**src/hdl/esc_pkg.sv**
```systemverilog
/*
 * constants for the elapsed seconds counter with three-wire serial port.
 * assumes a single core clock at 125 MHz; serial pins are asynchronous to it.
 */
`default_nettype none
package esc_pkg;
    localparam int CMD_BITS = 8;
    localparam int DATA_BITS = 32;
    localparam int BIT_RD = 0;
    localparam int BIT_CLR_PWR = 1;
    localparam int BIT_CLR_CONT = 2;
    localparam int BIT_TRIM_LO = 3;
    localparam int BIT_TRIM_HI = 5;
    localparam int BIT_SEL_PWR = 6;
    localparam int BIT_SEL_CONT = 7;
    localparam logic [2:0] TRIM_RESET = 3'h3;
    localparam logic [31:0] COUNT_RESET = 32'h0000_0000;
    localparam int CLK_HZ = 125_000_000;
    localparam int TICK_HZ = 1;
    localparam int TICK_CYCLES = CLK_HZ / TICK_HZ;
    localparam int TRIM_STEP = 16;
    localparam logic [5:0] BITCNT_CMD_DONE = 6'h08;
    localparam logic [5:0] BITCNT_DATA_DONE = 6'h28;
    typedef enum logic [1:0] {ESC_IDLE, ESC_CMD, ESC_DATA, ESC_DONE} esc_state_t;
endpackage : esc_pkg
`default_nettype wire

```
**src/hdl/esc_tick_gen.sv**
```systemverilog
/*
 * one-second tick divider with trim; stands in for the trimmed crystal.
 * assumes core_clk at the package rate; trim 0 stops ticks.
 */
`timescale 1ns/1ns
`default_nettype none
module esc_tick_gen #(
    parameter int TICK_CYCLES = esc_pkg::TICK_CYCLES
) (
    input wire logic core_clk,
    input wire logic rst_b,
    input wire logic [2:0] trim,
    output logic tick
);
    logic [31:0] cnt_ff;
    logic [31:0] period;
    wire osc_run = (trim != 3'h0);
    // higher trim shortens the period, so counting runs faster
    assign period = 32'(TICK_CYCLES) + 32'(esc_pkg::TRIM_STEP) * (32'h3 - 32'(trim));
    wire wrap = (cnt_ff + 32'h1 >= period);
    always_ff @(posedge core_clk or negedge rst_b) begin
        if (!rst_b) begin
            cnt_ff <= 32'h0;
            tick <= 1'b0;
        end else if (!osc_run) begin
            tick <= 1'b0;
        end else begin
            cnt_ff <= wrap ? 32'h0 : cnt_ff + 32'h1;
            tick <= wrap;
        end
    end
endmodule : esc_tick_gen
`default_nettype wire

```
**src/hdl/esc_serial_counter.sv**
```systemverilog
/*
 * two seconds counters behind a three-wire serial port, with trim register.
 * assumes serial pins are asynchronous and slow against core_clk (8 ns).
 */
`timescale 1ns/1ns
`default_nettype none
module esc_serial_counter #(
    parameter int TICK_CYCLES = esc_pkg::TICK_CYCLES
) (
    input wire logic core_clk,
    input wire logic rst_b,
    input wire logic xfer_en,
    input wire logic ser_clk,
    input wire logic dq_in,
    output logic dq_out,
    output logic dq_oe,
    input wire logic main_supply_ok,
    output logic [31:0] continuous_seconds,
    output logic [31:0] powered_seconds
);
    ////////////////////////////////////////////////////////////////////////
    // synchronisers
    logic [1:0] en_sync_ff;
    logic [1:0] clk_sync_ff;
    logic [1:0] dq_sync_ff;
    logic [1:0] pwr_sync_ff;
    logic en_q_ff;
    logic clk_q_ff;
    always_ff @(posedge core_clk or negedge rst_b) begin
        if (!rst_b) begin
            en_sync_ff <= 2'h0;
            clk_sync_ff <= 2'h0;
            dq_sync_ff <= 2'h0;
            pwr_sync_ff <= 2'h0;
            en_q_ff <= 1'b0;
            clk_q_ff <= 1'b0;
        end else begin
            en_sync_ff <= {en_sync_ff[0], xfer_en};
            clk_sync_ff <= {clk_sync_ff[0], ser_clk};
            dq_sync_ff <= {dq_sync_ff[0], dq_in};
            pwr_sync_ff <= {pwr_sync_ff[0], main_supply_ok};
            en_q_ff <= en_sync_ff[1];
            clk_q_ff <= clk_sync_ff[1];
        end
    end
    wire pwr_ok = pwr_sync_ff[1];
    wire port_en = en_sync_ff[1] && pwr_ok;
    wire en_fall = en_q_ff && !en_sync_ff[1];
    wire sclk_rise = clk_sync_ff[1] && !clk_q_ff;
    wire sclk_fall = !clk_sync_ff[1] && clk_q_ff;
    wire sclk_lvl = clk_sync_ff[1];
    wire sdata = dq_sync_ff[1];

    ////////////////////////////////////////////////////////////////////////
    // protocol state
    esc_pkg::esc_state_t state_ff;
    esc_pkg::esc_state_t nxt_state;
    logic [5:0] bitcnt_ff;
    logic [7:0] cmd_ff;
    logic [31:0] shift_ff;
    logic [2:0] trim_ff;
    logic [31:0] cont_ff;
    logic [31:0] pwr_cnt_ff;
    logic [7:0] nxt_cmd;
    logic tick;

    assign nxt_cmd = {sdata, cmd_ff[7:1]};
    wire sel_cont = nxt_cmd[esc_pkg::BIT_SEL_CONT];
    wire sel_pwr = nxt_cmd[esc_pkg::BIT_SEL_PWR];
    wire cmd_last = sclk_rise && (bitcnt_ff == esc_pkg::BITCNT_CMD_DONE - 6'h1);
    wire cmd_trim = cmd_last && sel_cont && sel_pwr;
    wire cmd_xfer = cmd_last && (sel_cont ^ sel_pwr);
    wire cmd_read = cmd_xfer && nxt_cmd[esc_pkg::BIT_RD];
    wire c_cont = cmd_ff[esc_pkg::BIT_SEL_CONT];
    wire c_read = cmd_ff[esc_pkg::BIT_RD];
    wire data_rise = (state_ff == esc_pkg::ESC_DATA) && sclk_rise;
    wire data_last = data_rise && (bitcnt_ff == esc_pkg::BITCNT_DATA_DONE - 6'h1);
    wire wr_load = data_last && !c_read;
    wire [31:0] wr_word = {sdata, shift_ff[31:1]};
    wire clr_cmd = (state_ff != esc_pkg::ESC_IDLE) && (state_ff != esc_pkg::ESC_CMD)
                   && !c_cont && !cmd_ff[esc_pkg::BIT_SEL_PWR];
    wire clr_cont = en_fall && clr_cmd && cmd_ff[esc_pkg::BIT_CLR_CONT];
    wire clr_pwr = en_fall && clr_cmd && cmd_ff[esc_pkg::BIT_CLR_PWR];

    always_comb begin
        nxt_state = state_ff;
        case (state_ff)
            esc_pkg::ESC_IDLE: if (port_en) nxt_state = esc_pkg::ESC_CMD;
            esc_pkg::ESC_CMD: begin
                if (cmd_xfer) nxt_state = esc_pkg::ESC_DATA;
                else if (cmd_last) nxt_state = esc_pkg::ESC_DONE;
            end
            esc_pkg::ESC_DATA: if (data_last) nxt_state = esc_pkg::ESC_DONE;
            esc_pkg::ESC_DONE: nxt_state = esc_pkg::ESC_DONE;
            default: nxt_state = esc_pkg::ESC_IDLE;
        endcase
        if (!port_en) nxt_state = esc_pkg::ESC_IDLE;
    end

    always_ff @(posedge core_clk or negedge rst_b) begin
        if (!rst_b) begin
            state_ff <= esc_pkg::ESC_IDLE;
            bitcnt_ff <= 6'h0;
            cmd_ff <= 8'h00;
        end else begin
            state_ff <= nxt_state;
            if (nxt_state == esc_pkg::ESC_IDLE) bitcnt_ff <= 6'h0;
            else if (sclk_rise && state_ff != esc_pkg::ESC_DONE) bitcnt_ff <= bitcnt_ff + 6'h1;
            if (nxt_state == esc_pkg::ESC_IDLE && state_ff == esc_pkg::ESC_IDLE) cmd_ff <= 8'h00;
            else if (state_ff == esc_pkg::ESC_CMD && sclk_rise) cmd_ff <= nxt_cmd;
        end
    end

    ////////////////////////////////////////////////////////////////////////
    // data shifter: holds read copy or write buffer
    always_ff @(posedge core_clk or negedge rst_b) begin
        if (!rst_b) begin
            shift_ff <= esc_pkg::COUNT_RESET;
        end else if (cmd_read) begin
            shift_ff <= sel_cont ? cont_ff : pwr_cnt_ff;
        end else if (state_ff == esc_pkg::ESC_DATA && c_read && sclk_fall
                     && bitcnt_ff != esc_pkg::BITCNT_CMD_DONE) begin
            shift_ff <= {1'b0, shift_ff[31:1]};
        end else if (data_rise && !c_read) begin
            shift_ff <= wr_word;
        end
    end

    // bit 0 appears at the first fall after the command; later falls advance
    always_ff @(posedge core_clk or negedge rst_b) begin
        if (!rst_b) begin
            dq_out <= 1'b0;
            dq_oe <= 1'b0;
        end else begin
            dq_out <= shift_ff[0];
            // held off during the shift cycle so the pin never shows a moving bit
            dq_oe <= (state_ff == esc_pkg::ESC_DATA) && c_read && port_en && !sclk_fall
                     && !sclk_lvl && nxt_state == esc_pkg::ESC_DATA;
        end
    end

    ////////////////////////////////////////////////////////////////////////
    // counters and trim
    esc_tick_gen #(.TICK_CYCLES(TICK_CYCLES)) u_tick (
        .core_clk(core_clk),
        .rst_b(rst_b),
        .trim(trim_ff),
        .tick(tick)
    );

    always_ff @(posedge core_clk or negedge rst_b) begin
        if (!rst_b) begin
            trim_ff <= esc_pkg::TRIM_RESET;
            cont_ff <= esc_pkg::COUNT_RESET;
            pwr_cnt_ff <= esc_pkg::COUNT_RESET;
        end else begin
            if (cmd_trim) trim_ff <= nxt_cmd[esc_pkg::BIT_TRIM_HI:esc_pkg::BIT_TRIM_LO];
            if (clr_cont) cont_ff <= esc_pkg::COUNT_RESET;
            else if (wr_load && c_cont) cont_ff <= wr_word;
            else if (tick) cont_ff <= cont_ff + 32'h1;
            if (clr_pwr) pwr_cnt_ff <= esc_pkg::COUNT_RESET;
            else if (wr_load && !c_cont) pwr_cnt_ff <= wr_word;
            else if (tick && pwr_ok) pwr_cnt_ff <= pwr_cnt_ff + 32'h1;
        end
    end

    always_ff @(posedge core_clk or negedge rst_b) begin
        if (!rst_b) begin
            continuous_seconds <= esc_pkg::COUNT_RESET;
            powered_seconds <= esc_pkg::COUNT_RESET;
        end else begin
            continuous_seconds <= cont_ff;
            powered_seconds <= pwr_cnt_ff;
        end
    end
endmodule : esc_serial_counter
`default_nettype wire

```
**config.mk**
```make
export PLATFORM = sky130hd
export DESIGN_NAME = esc_serial_counter
export DESIGN_NICKNAME = d
export VERILOG_FILES = /design/src/hdl/esc_pkg.sv /design/src/hdl/esc_tick_gen.sv /design/src/hdl/esc_serial_counter.sv
export SDC_FILE = /design/constraint.sdc
export NUM_CORES = 1
export LEC_CHECK = 0
export ABC_AREA = 0
export BUFFER_PORTS_ARGS = -buffer_cell sky130_fd_sc_hd__clkbuf_2
export CAP_MARGIN = 20
export CORE_ASPECT_RATIO = 1.1
export CORE_MARGIN = 1.5
export CORE_UTILIZATION = 40
export DETAILED_ROUTE_END_ITERATION = 10
export GPL_ROUTABILITY_DRIVEN = 0
export GPL_TIMING_DRIVEN = 0
export HOLD_SLACK_MARGIN = 0.06
export SYNTH_ARGS = -nofsm -noshare
export SYNTH_HDL_FRONTEND = slang
export SYNTH_HIERARCHICAL = 1
export SYNTH_SLANG_ARGS = --single-unit
```
**constraint.sdc**
```tcl
create_clock -name core_clk -period 4.6 [get_ports core_clk]
set_clock_uncertainty 0.1 [all_clocks]
set_input_delay 0.46 -clock core_clk [delete_from_list [all_inputs] [get_ports core_clk]]
set_output_delay 0.46 -clock core_clk [all_outputs]
set_load 0.02 [all_outputs]
```
* Word level (Yosys, flattened, before mapping)
Index checks and enable logic that the tools add are counted.
Storage, ports and cells: register bits after elaboration 224, input bits 6, logic and storage cells 105
Cells by class: add/sub/neg operators 6, magnitude comparators 1, equal/unequal tests 9, multiplexer cells 21, bitwise gates (word level) 1, reductions and logical operators 48
Operator list (number):
- 32-bit two-way mux | 11
- 32-bit by 1-bit adder with 32-bit output (second input constant) | 3
- 27-bit by 32-bit adder with 32-bit output (first input constant) | 1
- 32-bit >= comparator | 1
- 1-bit logical AND | 32
- 8-bit two-way mux | 2
- 6-bit two-way mux | 2
- 3-bit nonzero test | 4
- 2-bit two-way mux | 4
- 2-bit case mux with 4 select lines | 1
- 1-bit zero test | 7
- 6-bit by 1-bit adder with 6-bit output (second input constant) | 1
- 2-bit equality test (second input constant) | 3
- 6-bit by 3-bit equality test with 1-bit output (second input constant) | 1
- 6-bit equality test (second input constant) | 1
- 6-bit by 4-bit inequality test with 1-bit output (second input constant) | 1
- 2-bit nonzero test | 3
- 2-bit zero test | 2
- 2-bit by 3-bit subtractor with 4-bit output (first input constant) | 1
- 2-bit by 1-bit equality test with 1-bit output (second input constant) | 1
- 2-bit by 1-bit inequality test with 1-bit output (second input constant) | 1
- 2-bit inequality test (second input constant) | 1
- 1-bit two-way mux | 1
- 1-bit XOR | 1

* Depth between registers and ports, before layout
word-level depth 10, gate-level depth with buffers 14, gate-level depth less buffers 13

* By module
The synthesis kept the hierarchy.
Modules (own cells, without submodules):
- esc_serial_counter | times used 1, cells each 831, area each 8608.3 µm²
- esc_tick_gen | times used 1, cells each 317, area each 2657.5 µm²

* Worst setup path before layout
No wires, ideal clock.
path kind flip-flop to flip-flop, start point register u_tick.cnt_ff[0], end point register u_tick.cnt_ff[18], data arrival time 3.359 ns, required time 4.413 ns, path slack 1.054 ns, cell stages (with the launch flop) 15, buffers on the path 1, cell sequence dfrtp_1 ha_1 nand3_1 nor2_1 xor2_1 ha_1 and3b_1 a211oi_1 o2111ai_1 a221o_1 a311oi_2 a211oi_4 or2_1 buf_2 o211ai_1
On the way: longest elaborated chain between the ends 3
Ends and longest elaborated chain:
- from (decl) | RTL line esc_tick_gen.sv:15 | logic [31:0] cnt_ff;
- from (signal assigned) | RTL line esc_tick_gen.sv:28 | cnt_ff <= wrap ? 32'h0 : cnt_ff + 32'h1;
- 32-bit by 1-bit adder with 32-bit output * | RTL line esc_tick_gen.sv:20, esc_tick_gen.sv:28
- 32-bit >= comparator | RTL line esc_tick_gen.sv:20 | wire wrap = (cnt_ff + 32'h1 >= period);
- 32-bit two-way mux * | RTL line esc_tick_gen.sv:28
Every way passes the cells marked *; elsewhere a longest branch is shown, timed or not. A chain may end at the register's enable or synchronous reset.

* Worst setup path in the final report
Ends and elaborated chain as after synthesis.

==> impl_metrics.env <==
export IMPL_status="finished, final reports clean"
export IMPL_setup_viol=0
export IMPL_yosys_warnings=6
export IMPL_synth_top_family_by_area="simple AND/OR/NAND/NOR gates"
export IMPL_yosysTopAreaCellShare=0.493
export IMPL_synth_fa_ha_area_frac=0.00888
export IMPL_place_area_um2=12100
export IMPL_synth_common_cells="dfrtp_1, nand2_1, a211oi_1, nor2_1, clkbuf_1"
export IMPL_synthArstFlopShare=1.00
export IMPL_leakage_nw=5.78
export IMPL_final_layout_size_suffix_gt1_frac=0.143
export IMPL_hold_class="reg2reg"
export IMPL_wirelength_um=30800
export IMPL_worstSetupPathType="reg2reg"
export IMPL_rows=64
export IMPL_r2r_start="u_tick/cnt_ff[0]$_DFFE_PN0N_"
export IMPL_core_um2=27800
export IMPL_worst_r2r_cell_count=14
export IMPL_yosysTopAreaCell="dfrtp_1"
export IMPL_h_tree_depth=1
export IMPL_worstMarginPinSlew_ps=966
export IMPL_max_freq_mhz=237
export IMPL_first_pass_iters=5
export IMPL_post_synth_top_count_cell="dfrtp_1"
export IMPL_synth_simple_area_share=0.235
export IMPL_rrSetupSlack_ps=380
export IMPL_grt_pass1_wl_um=49700
export IMPL_finalNetCount=1267
export IMPL_slew_headroom=0.352
export IMPL_worstPathRequired_ps=4930
export IMPL_synth_area_leaders="dfrtp_1, a211oi_1, nand2_1, xnor2_1, xor2_1"
export IMPL_die_w_um=163
export IMPL_diodes=0
export IMPL_synth_seq_area_share=0.498
export IMPL_synthMuxAreaShare=0.00744
export IMPL_cp_slowest_cell="dfrtp_1"
export IMPL_syn2layout_area_growth_pct=15.6
export IMPL_netlist_area_um2=11300
export IMPL_cts_sinks=224
export IMPL_r2r_end="u_tick/cnt_ff[18]$_DFFE_PN0N_"
export IMPL_wl_per_cell_um=18.8
export IMPL_drc_errors=0
export IMPL_postCtsSetupRepairBufs=0
export IMPL_drt_initial_drc_count=649
export IMPL_maxSlewViolCount=0
export IMPL_slowest_delay_ps=490
export IMPL_insertion_delay_ps=540
export IMPL_synth_nets=1162
export IMPL_final_cell_area_um2=13000
export IMPL_cp_cell_sequence="ha_1, nand3_1, nor2_1, xor2_1, ha_1, and3b_1, a211oi_1, o2111ai_1, a221o_1, a311oi_2, a211oi_4, or2_1, buf_2, o211ai_1"
export IMPL_port_buffers=71
export IMPL_gr_usage_all_layers=0.216
export IMPL_syn_area_per_cell_um2=9.81
export IMPL_synthFlopType="dfrtp_1"
export IMPL_dp_hpwl_um=21200
export IMPL_netlist_instances=1148
export IMPL_vias_per_cell=5.63
export IMPL_synth_edff_count=0
export IMPL_critPathMostFrequentCell="ha_1"
export IMPL_die_h_um=179
export IMPL_ant_nets=0
export IMPL_cts_path_max_buffers=3
export IMPL_synth_compound_area_frac=0.148
export IMPL_yosys_register_bits=224
export IMPL_period_needed_ps=4220
export IMPL_pre_cts_slack_ps=452
export IMPL_die_area_um2=29200
export IMPL_crit_path_start="u_tick/cnt_ff[0]$_DFFE_PN0N_"
export IMPL_worstSetupStartpointType="flip-flop"
export IMPL_vias=9208
export IMPL_drv_cap=0
export IMPL_cts_root_buf="clkbuf_16"
export IMPL_endpoint_kind="flip-flop"
export IMPL_irDropWorstVdd_uv=342
export IMPL_rsz0062_at_grt="no"
export IMPL_hold_viol=0
export IMPL_fin_crit_sh=0.917
export IMPL_path_max_fanout=8
export IMPL_synth_xor_area_frac=0.0614
export IMPL_cts_tree="built"
export IMPL_grt_pass1_vias=8943
export IMPL_place_inst=1584
export IMPL_start_util=0.405
export IMPL_cp_arrival_ps=4550
export IMPL_cts_buffers_inserted=25
export IMPL_ios=72
export IMPL_clk_pin_slew_ps=60
export IMPL_synth_cell_types=76
export IMPL_hold_depth=0
export IMPL_worstSetupEndpoint="u_tick/cnt_ff[18]$_DFFE_PN0N_"
export IMPL_grt_max_degree=99
export IMPL_p_per_area_nw_per_um2=313
export IMPL_p_total_mw=4.08
export IMPL_stdcell_count=1635
export IMPL_antenna_found_initial=0
export IMPL_grt_ovfl_total=0
export IMPL_finalWorstSetupSlack_ps=381
cells by family after synthesis:
family / Yosys count
AO/OA/AOI/OAI: 244
XOR/XNOR: 79
adder cells (fa/ha/maj): 8
buffers and inverters: 102
flip-flops: 224
multiplexers: 8
AND/OR/NAND/NOR: 483
sequential cells by signal, indices dropped and copies added, names as in the netlist:
| name | flops |
|---|---|
| bitcnt_ff | 6 |
| clk_q_ff | 1 |
| clk_sync_ff | 2 |
| cmd_ff | 8 |
| cont_ff | 32 |
| continuous_seconds | 32 |
| dq_oe | 1 |
| dq_out | 1 |
| dq_sync_ff | 2 |
| en_q_ff | 1 |
| en_sync_ff | 2 |
| powered_seconds | 32 |
| pwr_cnt_ff | 32 |
| pwr_sync_ff | 2 |
| shift_ff | 32 |
| state_ff | 2 |
| trim_ff | 3 |
| u_tick/cnt_ff | 32 |
| u_tick/tick | 1 |
worst max-delay path: cells and delay by family (launching register included):
family | cells | cell delay, ps
AOI/OAI and AO/OA | 6 | 1670
DFF | 1 | 490
xor gates and xnor gates | 1 | 230
adders and majority gates | 2 | 650
and+or+nand+nor | 4 | 790
buffers and inverters | 1 | 170
cell type report:
class / instances / area [um^2]
Fill cell: 2695 / 14800
Sequential cell: 224 / 5610
Multi-Input combinational cell: 822 / 5200
Clock buffer: 35 / 723
Timing Repair Buffer: 78 / 469
Tap cell: 363 / 454
Buffer: 89 / 413
Clock inverter: 11 / 113
Inverter: 13 / 48.8
per-layer routing:
| layer | track usage | part of all wire |
|---|---|---|
| met1 | 0.300 | 0.45 |
| met2 | 0.346 | 0.47 |
| met3 | 0.0289 | 0.056 |
| met4 | 0.0722 | 0.026 |
| met5 | 0 | 0 |
stage by stage:
stage | setup TNS (ps) | util | hold slack, ps
CTS | 0 | 0.469 | 250
floorplan | 0 | - | 64.4
global placement | -360410 | 0.435 | 236
finish | 0 | 0.469 | 248
global route | 0 | 0.469 | 254
detailed placement | 0 | 0.437 | 237
worst min path at each step:
stage | start | end | slack [ps]
detailed placement | clk_sync_ff[0]$_DFF_PN0_ | clk_sync_ff[1]$_DFF_PN0_ | 240
floorplan | rst_b | bitcnt_ff[0]$_DFFE_PN0P_ | 60
CTS | clk_sync_ff[0]$_DFF_PN0_ | clk_sync_ff[1]$_DFF_PN0_ | 250
global route | clk_sync_ff[0]$_DFF_PN0_ | clk_sync_ff[1]$_DFF_PN0_ | 250
finish | clk_sync_ff[0]$_DFF_PN0_ | clk_sync_ff[1]$_DFF_PN0_ | 250
global placement | clk_sync_ff[0]$_DFF_PN0_ | clk_sync_ff[1]$_DFF_PN0_ | 240
timing repair:
action / in CTS / in global routing
endpoints found under the hold margin: 34 / 0
endpoints found under the setup margin: 0 / 0
gates resized for setup: 0 / 0
hold buffers: 5 / 0
power by group:
part / switching [mW] / internal [mW]
Sequential: 0.00537 / 1.98
Clock: 0.816 / 1.21
Combinational: 0.0598 / 0.0154
Total: 0.881 / 3.20
cell usage in the layout (no fill, tap or decap), types with 8 or more instances in the layout:
| cell type | instances |
|---|---|
| dfrtp_1 | 222 |
| nand2_1 | 151 |
| nor2_1 | 80 |
| a211oi_1 | 80 |
| clkbuf_2 | 71 |
| clkbuf_1 | 59 |
| xnor2_1 | 43 |
| nand4_1 | 42 |
| a21oi_1 | 40 |
| nand3_1 | 40 |
| a31oi_1 | 38 |
| xor2_1 | 36 |
| o21ai_0 | 31 |
| nor2b_1 | 29 |
| clkbuf_16 | 25 |
| nor3_1 | 18 |
| buf_2 | 17 |
| or3_1 | 16 |
| and3_1 | 15 |
| a21o_1 | 15 |
| nor4_1 | 14 |
| inv_1 | 13 |
| and2_1 | 12 |
| and4_1 | 9 |
| ha_1 | 8 |
Power figures use the tool's default switching activity.
